==> config.mk <==
export PLATFORM = sky130hd
export DESIGN_NAME = cdi_comparator_interface
export DESIGN_NICKNAME = d
export VERILOG_FILES = /design/src/verilog/cdi_pkg.sv /design/src/verilog/cdi_sync.sv /design/src/verilog/cdi_input_gate.sv /design/src/verilog/cdi_comparator_interface.sv
export SDC_FILE = /design/constraint.sdc
export NUM_CORES = 1
export LEC_CHECK = 0
export BUFFER_PORTS_ARGS = -buffer_cell sky130_fd_sc_hd__buf_2
export CAP_MARGIN = 20
export CORE_MARGIN = 5
export CORE_UTILIZATION = 50
export DETAILED_ROUTE_END_ITERATION = 10
export PLACE_DENSITY = 0.83
export SYNTH_ARGS = -nofsm -noshare
export SYNTH_HDL_FRONTEND = slang
export SYNTH_HIERARCHICAL = 1
export SYNTH_SLANG_ARGS = --single-unit
export TNS_END_PERCENT = 30
==> constraint.sdc <==
create_clock -name pclk -period 4 [get_ports pclk]
set_input_delay 0.4 -clock pclk [delete_from_list [all_inputs] [get_ports pclk]]
set_output_delay 0.4 -clock pclk [all_outputs]
set_load 0.02 [all_outputs]
==> src/verilog/cdi_pkg.sv <==
package cdi_pkg;

   // ****************************************************************
   // Register byte addresses
   // ****************************************************************
   // The port gate offset is a word index, so its byte address is four times it
   localparam logic [11:0] PORT_GATE_INDEX  = 12'h0F6;
   localparam logic [11:0] PORT_GATE_ADDR   = PORT_GATE_INDEX << 2;
   localparam logic [11:0] CTRL_ADDR        = 12'h100;
   localparam logic [11:0] PORT_READ_ADDR   = 12'h104;
   localparam logic [11:0] IRQ_STATUS_ADDR  = 12'h108;
   localparam logic [11:0] IRQ_MASK_ADDR    = 12'h10C;

   // ****************************************************************
   // Control register fields
   // ****************************************************************
   localparam int CTRL_ENABLE_BIT   = 5;
   localparam int CTRL_POS_SEL_BIT  = 4;
   localparam int CTRL_NEG_SEL_BIT  = 3;
   localparam int CTRL_PIN_OE_BIT   = 2;
   localparam int CTRL_RESULT_BIT   = 1;
   localparam int CTRL_FLAG_BIT     = 0;
   localparam logic [7:0] CTRL_RESET = 8'h00;
   localparam logic [7:0] PORT_GATE_RESET = 8'h00;

   // ****************************************************************
   // Interrupt status fields
   // ****************************************************************
   localparam int IRQ_CHANGE_BIT = 0;
   localparam int IRQ_RISE_BIT   = 1;
   localparam int IRQ_WIDTH      = 2;

   // ****************************************************************
   // Timing
   // ****************************************************************
   localparam int CLK_PERIOD_NS   = 4;
   localparam int SETTLE_TIME_US  = 10;
   localparam int SETTLE_CYCLES   = (SETTLE_TIME_US * 1000 + CLK_PERIOD_NS - 1) / CLK_PERIOD_NS;

endpackage

==> src/verilog/cdi_sync.sv <==
`timescale 1ns/1ns
module cdi_sync (
   input  wire logic pclk,
   input  wire logic presetn,
   input  wire logic async_in,
   output logic      sync_out
);

   logic stage_one;

   // Second stage is the only reader of the first
   always_ff @(posedge pclk or negedge presetn) begin
      if (!presetn) begin
         stage_one <= 1'b0;
         sync_out  <= 1'b0;
      end else begin
         stage_one <= async_in;
         sync_out  <= stage_one;
      end
   end

endmodule

==> src/verilog/cdi_input_gate.sv <==
`timescale 1ns/1ns
module cdi_input_gate #(
   parameter int WIDTH = 8
) (
   input  wire logic [WIDTH-1:0] pin_level,
   input  wire logic [WIDTH-1:0] disable_bits,
   output logic      [WIDTH-1:0] gated_level
);

   // A disabled pin reads zero regardless of its level
   for (genvar i = 0; i < WIDTH; i++) begin : g_gate
      assign gated_level[i] = pin_level[i] & ~disable_bits[i];
   end

endmodule

==> src/verilog/cdi_comparator_interface.sv <==
// The APB slave port was chosen for this implementation.
`timescale 1ns/1ns
// Operation
// One disable bit per port 0 pin turns off that pin's digital input.
// Reads of a disabled port pin return zero for that bit.
// Result is one while positive input exceeds negative input, else zero.
// Software selects positive input from pin A or pin B.
// Software selects negative input: reference pin or internal reference.
// Result readable in a register bit and optionally driven to a pin.
// An interrupt can be requested whenever the result changes.
// Software puts analog pins' port outputs into input-only mode.
// Comparator operates only while the enable bit is set.
// Flag sets on every result change; clears on write zero or disable.
// Software waits 10 us after enable and clears flag before irq enable.
// Raw result passes a two-stage synchronizer before use.
module cdi_comparator_interface #(
   parameter int PORT_WIDTH = 8
) (
   input  wire logic                  pclk,
   input  wire logic                  presetn,
   input  wire logic                  psel,
   input  wire logic                  penable,
   input  wire logic                  pwrite,
   input  wire logic [11:0]           paddr,
   input  wire logic [31:0]           pwdata,
   output logic      [31:0]           prdata,
   output logic                       pready,
   output logic                       pslverr,
   input  wire logic [PORT_WIDTH-1:0] port_zero_pins,
   input  wire logic                  analog_pos_gt_pin_ref,
   input  wire logic                  analog_pos_gt_int_ref,
   input  wire logic                  analog_posb_gt_pin_ref,
   input  wire logic                  analog_posb_gt_int_ref,
   output logic                       positive_input_select,
   output logic                       negative_input_select,
   output logic                       analog_power_on,
   output logic                       comparator_output_pin,
   output logic                       comparator_output_pin_oe,
   output logic                       settled,
   output logic                       irq
);

   // ****************************************************************
   // Bus decode
   // ****************************************************************
   logic        wr_en;
   logic        rd_en;
   logic        addr_hit;
   assign addr_hit = (paddr == cdi_pkg::PORT_GATE_ADDR) || (paddr == cdi_pkg::CTRL_ADDR)
                  || (paddr == cdi_pkg::PORT_READ_ADDR) || (paddr == cdi_pkg::IRQ_STATUS_ADDR)
                  || (paddr == cdi_pkg::IRQ_MASK_ADDR);
   assign wr_en   = psel && penable && pwrite && addr_hit;
   assign rd_en   = psel && !penable && !pwrite;
   assign pready  = 1'b1;
   assign pslverr = psel && penable && !addr_hit;

   // ****************************************************************
   // Registers
   // ****************************************************************
   logic [PORT_WIDTH-1:0]          port_zero_input_gate;
   logic                           comparator_enable_bit;
   logic                           result_pin_output_enable;
   logic                           result_change_flag;
   logic                           synchronized_result_bit;
   logic [cdi_pkg::IRQ_WIDTH-1:0]  irq_status;
   logic [cdi_pkg::IRQ_WIDTH-1:0]  irq_mask;
   logic [PORT_WIDTH-1:0]          gated_port;
   logic                           raw_result;
   logic                           sync_result;
   logic                           prev_result;
   logic                           result_changed;
   logic [$clog2(cdi_pkg::SETTLE_CYCLES+1)-1:0] settle_count;

   always_ff @(posedge pclk or negedge presetn) begin
      if (!presetn) begin
         port_zero_input_gate <= cdi_pkg::PORT_GATE_RESET;
      end else if (wr_en && paddr == cdi_pkg::PORT_GATE_ADDR) begin
         port_zero_input_gate <= pwdata[PORT_WIDTH-1:0];
      end
   end

   always_ff @(posedge pclk or negedge presetn) begin
      if (!presetn) begin
         comparator_enable_bit    <= cdi_pkg::CTRL_RESET[cdi_pkg::CTRL_ENABLE_BIT];
         positive_input_select    <= cdi_pkg::CTRL_RESET[cdi_pkg::CTRL_POS_SEL_BIT];
         negative_input_select    <= cdi_pkg::CTRL_RESET[cdi_pkg::CTRL_NEG_SEL_BIT];
         result_pin_output_enable <= cdi_pkg::CTRL_RESET[cdi_pkg::CTRL_PIN_OE_BIT];
      end else if (wr_en && paddr == cdi_pkg::CTRL_ADDR) begin
         comparator_enable_bit    <= pwdata[cdi_pkg::CTRL_ENABLE_BIT];
         positive_input_select    <= pwdata[cdi_pkg::CTRL_POS_SEL_BIT];
         negative_input_select    <= pwdata[cdi_pkg::CTRL_NEG_SEL_BIT];
         result_pin_output_enable <= pwdata[cdi_pkg::CTRL_PIN_OE_BIT];
      end
   end

   assign analog_power_on = comparator_enable_bit;

   // ****************************************************************
   // Comparison path
   // ****************************************************************
   // The analog front end supplies each input pair's comparison; the
   // selects pick which pair counts, so switching is glitch-limited there.
   always_comb begin
      case ({positive_input_select, negative_input_select})
         2'b00:   raw_result = analog_pos_gt_pin_ref;
         2'b01:   raw_result = analog_pos_gt_int_ref;
         2'b10:   raw_result = analog_posb_gt_pin_ref;
         2'b11:   raw_result = analog_posb_gt_int_ref;
         default: raw_result = 1'b0;
      endcase
   end

   cdi_sync u_sync (
      .pclk     (pclk),
      .presetn  (presetn),
      .async_in (raw_result & comparator_enable_bit),
      .sync_out (sync_result)
   );

   // Result bit reads zero while the comparator is off
   always_ff @(posedge pclk or negedge presetn) begin
      if (!presetn) begin
         synchronized_result_bit <= 1'b0;
         prev_result             <= 1'b0;
      end else if (!comparator_enable_bit) begin
         synchronized_result_bit <= 1'b0;
         prev_result             <= 1'b0;
      end else begin
         synchronized_result_bit <= sync_result;
         prev_result             <= synchronized_result_bit;
      end
   end

   assign result_changed = comparator_enable_bit && (synchronized_result_bit != prev_result);

   // Pin output carries the result whenever enabled and routed
   always_ff @(posedge pclk or negedge presetn) begin
      if (!presetn) begin
         comparator_output_pin    <= 1'b0;
         comparator_output_pin_oe <= 1'b0;
      end else begin
         comparator_output_pin    <= synchronized_result_bit;
         comparator_output_pin_oe <= result_pin_output_enable && comparator_enable_bit;
      end
   end

   // Settling counter: a status aid only, software still owns the wait
   always_ff @(posedge pclk or negedge presetn) begin
      if (!presetn) begin
         settle_count <= '0;
      end else if (!comparator_enable_bit) begin
         settle_count <= '0;
      end else if (settle_count != ($bits(settle_count))'(cdi_pkg::SETTLE_CYCLES)) begin
         settle_count <= settle_count + 1'b1;
      end
   end
   assign settled = (settle_count == ($bits(settle_count))'(cdi_pkg::SETTLE_CYCLES));

   // ****************************************************************
   // Change flag and interrupts
   // ****************************************************************
   // Set wins over a same-cycle software clear
   always_ff @(posedge pclk or negedge presetn) begin
      if (!presetn) begin
         result_change_flag <= 1'b0;
      end else if (!comparator_enable_bit) begin
         result_change_flag <= 1'b0;
      end else if (result_changed) begin
         result_change_flag <= 1'b1;
      end else if (wr_en && paddr == cdi_pkg::CTRL_ADDR && !pwdata[cdi_pkg::CTRL_FLAG_BIT]) begin
         result_change_flag <= 1'b0;
      end
   end

   always_ff @(posedge pclk or negedge presetn) begin
      if (!presetn) begin
         irq_mask <= '0;
      end else if (wr_en && paddr == cdi_pkg::IRQ_MASK_ADDR) begin
         irq_mask <= pwdata[cdi_pkg::IRQ_WIDTH-1:0];
      end
   end

   for (genvar i = 0; i < cdi_pkg::IRQ_WIDTH; i++) begin : g_irq
      logic event_hit;
      if (i == cdi_pkg::IRQ_CHANGE_BIT) begin : g_chg
         assign event_hit = result_changed;
      end else begin : g_rise
         assign event_hit = result_changed && synchronized_result_bit;
      end
      always_ff @(posedge pclk or negedge presetn) begin
         if (!presetn) begin
            irq_status[i] <= 1'b0;
         end else if (event_hit) begin
            irq_status[i] <= 1'b1;
         end else if (wr_en && paddr == cdi_pkg::IRQ_STATUS_ADDR && pwdata[i]) begin
            irq_status[i] <= 1'b0;
         end
      end
   end

   assign irq = |(irq_status & irq_mask);

   // ****************************************************************
   // Read data
   // ****************************************************************
   cdi_input_gate #(
      .WIDTH (PORT_WIDTH)
   ) u_gate (
      .pin_level    (port_zero_pins),
      .disable_bits (port_zero_input_gate),
      .gated_level  (gated_port)
   );

   always_ff @(posedge pclk or negedge presetn) begin
      if (!presetn) begin
         prdata <= '0;
      end else if (rd_en) begin
         prdata <= '0;
         case (paddr)
            cdi_pkg::PORT_GATE_ADDR: prdata[PORT_WIDTH-1:0] <= port_zero_input_gate;
            cdi_pkg::CTRL_ADDR: begin
               prdata[cdi_pkg::CTRL_ENABLE_BIT]  <= comparator_enable_bit;
               prdata[cdi_pkg::CTRL_POS_SEL_BIT] <= positive_input_select;
               prdata[cdi_pkg::CTRL_NEG_SEL_BIT] <= negative_input_select;
               prdata[cdi_pkg::CTRL_PIN_OE_BIT]  <= result_pin_output_enable;
               prdata[cdi_pkg::CTRL_RESULT_BIT]  <= synchronized_result_bit;
               prdata[cdi_pkg::CTRL_FLAG_BIT]    <= result_change_flag;
            end
            cdi_pkg::PORT_READ_ADDR: prdata[PORT_WIDTH-1:0] <= gated_port;
            cdi_pkg::IRQ_STATUS_ADDR: prdata[cdi_pkg::IRQ_WIDTH-1:0] <= irq_status;
            cdi_pkg::IRQ_MASK_ADDR: prdata[cdi_pkg::IRQ_WIDTH-1:0] <= irq_mask;
            default: prdata <= '0;
         endcase
      end
   end
endmodule

==> summary.txt <==
DRC viols: 0
Dpl cells: 338
Relative slew margins: 27.3%
Die W: 80.5 µm
Final Hold Fails: 0
CP peak stage delay: 490 ps
Mapped Area: 2480 µm²
FP Rows: 25
Setup violators final: 0
Worst EP arrival: 1930 ps
Post-Synthesis Cells: 229
P_leak: 1.32 nW
Setup WS post-layout: 1670 ps
Max-cap violations: 0
Pre-CTS WS: 1500 ps
Finished Cell Area: 2770 µm²
Syn Area/Cell: 10.8 µm²
Yosys top cell by area: dfrtp_1
First-pass GRT wire length: 8.34 mm
Path type of the worst setup path: reg2out
Top cells by count, synth: dfrtp_1 (43), buf_4 (25), nand2_1 (18)
Hold WS: 236 ps
Routability Congestion: 0.780
Final nets: 341
Final core occ: 57.9%
Worst slew pin tran: 1080 ps
Crit path time final: 2330 ps
CTS buffer count: 5
Worst hold path class: in2async
CTS Hold Bufs: 0
Clk_skew: 10.3 ps
PwrDens: 309 nW/µm²
First-pass iteration count of the detailed router: 5
Required @ worst endpoint: 3600 ps
Sequential fraction of the synthesis area: 43.3%
Predominant post-synthesis flop cell: dfrtp_1
Vias per cell: 5.10
Cell chosen for the clock root: clkbuf_8
DR vias: 1759
Per-cell routed wire length: 14.9 µm
Tcrit/Tclk final: 58.3%
DR iter-0 viols: 71
Clock sinks: 43
Routed wire length: 5.15 mm
CP max-delay cell: or4bb_1
Die area: 6480 µm²
Synth top area cells: dfrtp_1 (43%), buf_4 (7.6%), mux2_4 (7.3%)
Library cells used by synthesis: 50
Layout area overhead: 11.5%
Initial core utilization: 51.9%
Most frequent cell after synthesis: dfrtp_1
Dpl cell area: 2670 µm²
Clock latency on the worst-skew pair: 300 ps
Setup bufs post-CTS: 0
Post-synth EDFFs: 0
Number of global-route vias before repair: 1810
Share of the synthesized area in the top cell type: 43.3%
Final Max Tran Viols: 0
Non-Filler Instances: 345
Share of layout cells above drive strength 1: 33.1%
Status: finished clean
Gr ovfl total: 0
Peak VDD IR: 0.126 mV
Initial antenna violation count: 0
Worst setup EP type: primary output
RSZ-0062 raised after global routing: no
FMAX: 0.429 GHz
Ys Warns: 6
Port buffer count: 52
Critical path peak fanout: 4
Reg2reg path depth: 6
Antenna-violating nets left: 0
Worst path cell trace: inv_1, ha_1, or4bb_1, nor3_1, buf_2
Largest net degree at the start of global routing: 44
Clock Path Buffers: 2
Total global-route track usage: 17.0%
Setup TNS: 0 ps
Post-synth ARST share: 100%
Power consumption: 0.856 mW
Core area: 4790 µm²
Worst-path clk slew: 80 ps
Antenna cell count: 0
Die H: 80.5 µm
Startpoint types: register
Detailed Place HPWL: 3.83 mm
Yosys reg bits: 43
Resized cells post-CTS: 0
I/O Pins: 102
H-tree levels: 2
CTS tree: built
-- cell usage in the layout, fill, tap and decap left out, types with 2 or more instances in the layout --
cell | synthesis | layout
a21boi_0 | 3 | 3
a21oi_1 | 8 | 8
a22o_1 | 2 | 2
a22oi_1 | 2 | 2
a32oi_1 | 3 | 3
and2_1 | 4 | 4
buf_2 | 0 | 52
clkbuf_8 | 0 | 5
conb_1 | 2 | 25
dfrtp_1 | 43 | 43
ha_1 | 2 | 2
inv_1 | 6 | 6
mux2_2 | 2 | 2
mux2_4 | 12 | 12
mux4_2 | 3 | 3
nand2_1 | 18 | 18
nand2b_1 | 2 | 2
nand3_1 | 12 | 12
nand4_1 | 4 | 4
nor2_1 | 11 | 11
nor2b_4 | 8 | 8
nor3_1 | 8 | 8
nor4_1 | 2 | 2
o21ai_0 | 5 | 5
or3_1 | 4 | 4
or4_1 | 2 | 2
xnor2_1 | 7 | 7
-- critical path, delay by kind of cell (launching register included) --
kind          cells  cell delay (ps)
flops             1              420
buf+inv           2              300
simple gates      2              780
fa+ha+maj         1              130
-- cell type report --
class	instances	area, µm²
flip-flops and latches	43	1080
clock buffers	6	72.6
multi-input cells	169	1220
clock inverters	1	30.0
inverters	6	22.5
repair buffers	53	268
fillers	414	2020
well taps	67	83.8
-- state kept, by name (all words and copies together) (netlist names), 2 cells and up --
name                  flops
port_zero_input_gate      8
settle_count             12
prdata                    8
irq_status                2
irq_mask                  2
-- where the power goes --
part           switching, mW  internal, mW
Clock                  0.146         0.183
Combinational         0.0567        0.0300
Sequential           0.00244         0.438
-- cells by family (layout without fill, tap and decap cells) --
| group | Yosys count | count (layout) | share of synthesized area [%] |
|---|---|---|---|
| AND/OR/NAND/NOR | 88 | 88 | 22.6 |
| flip-flops | 43 | 43 | 43.3 |
| buffers and inverters | 40 | 66 | 11.1 |
| AO/OA/AOI/OAI | 28 | 28 | 7.56 |
| multiplexers | 18 | 18 | 11.3 |
| XOR/XNOR | 8 | 8 | 2.82 |
| adder cells (fa/ha/maj) | 2 | 2 | 1.01 |
| other | 2 | 25 | 0.302 |
-- worst paths after layout --
kind / slack [ps] / end / start
max: 1670 / settled / settle_count[0]$_DFFE_PN0P_
min: 240 / settle_count[3]$_DFFE_PN0P_ / presetn
max reg2reg: 2130 / settle_count[0]$_DFFE_PN0P_ / settle_count[0]$_DFFE_PN0P_
min reg2reg: 360 / u_sync/sync_out$_DFF_PN0_ / u_sync/stage_one$_DFF_PN0_
max in group asynchronous: 3170 / prdata[6]$_DFFE_PN0P_ / presetn
min in group pclk: 350 / port_zero_input_gate[3]$_DFFE_PN0P_ / pwdata[3]
-- per-layer routing --
layer  global-route usage (%)  wire length, µm  vias to the layer above
met5                        0                0                        -
met3                     4.48              293                       10
met2                     27.0             2480                       59
met4                     6.42              108                        0
met1                     22.3             2260                      838
li1                         -                -                      852
(Power assumes the default switching activity.)
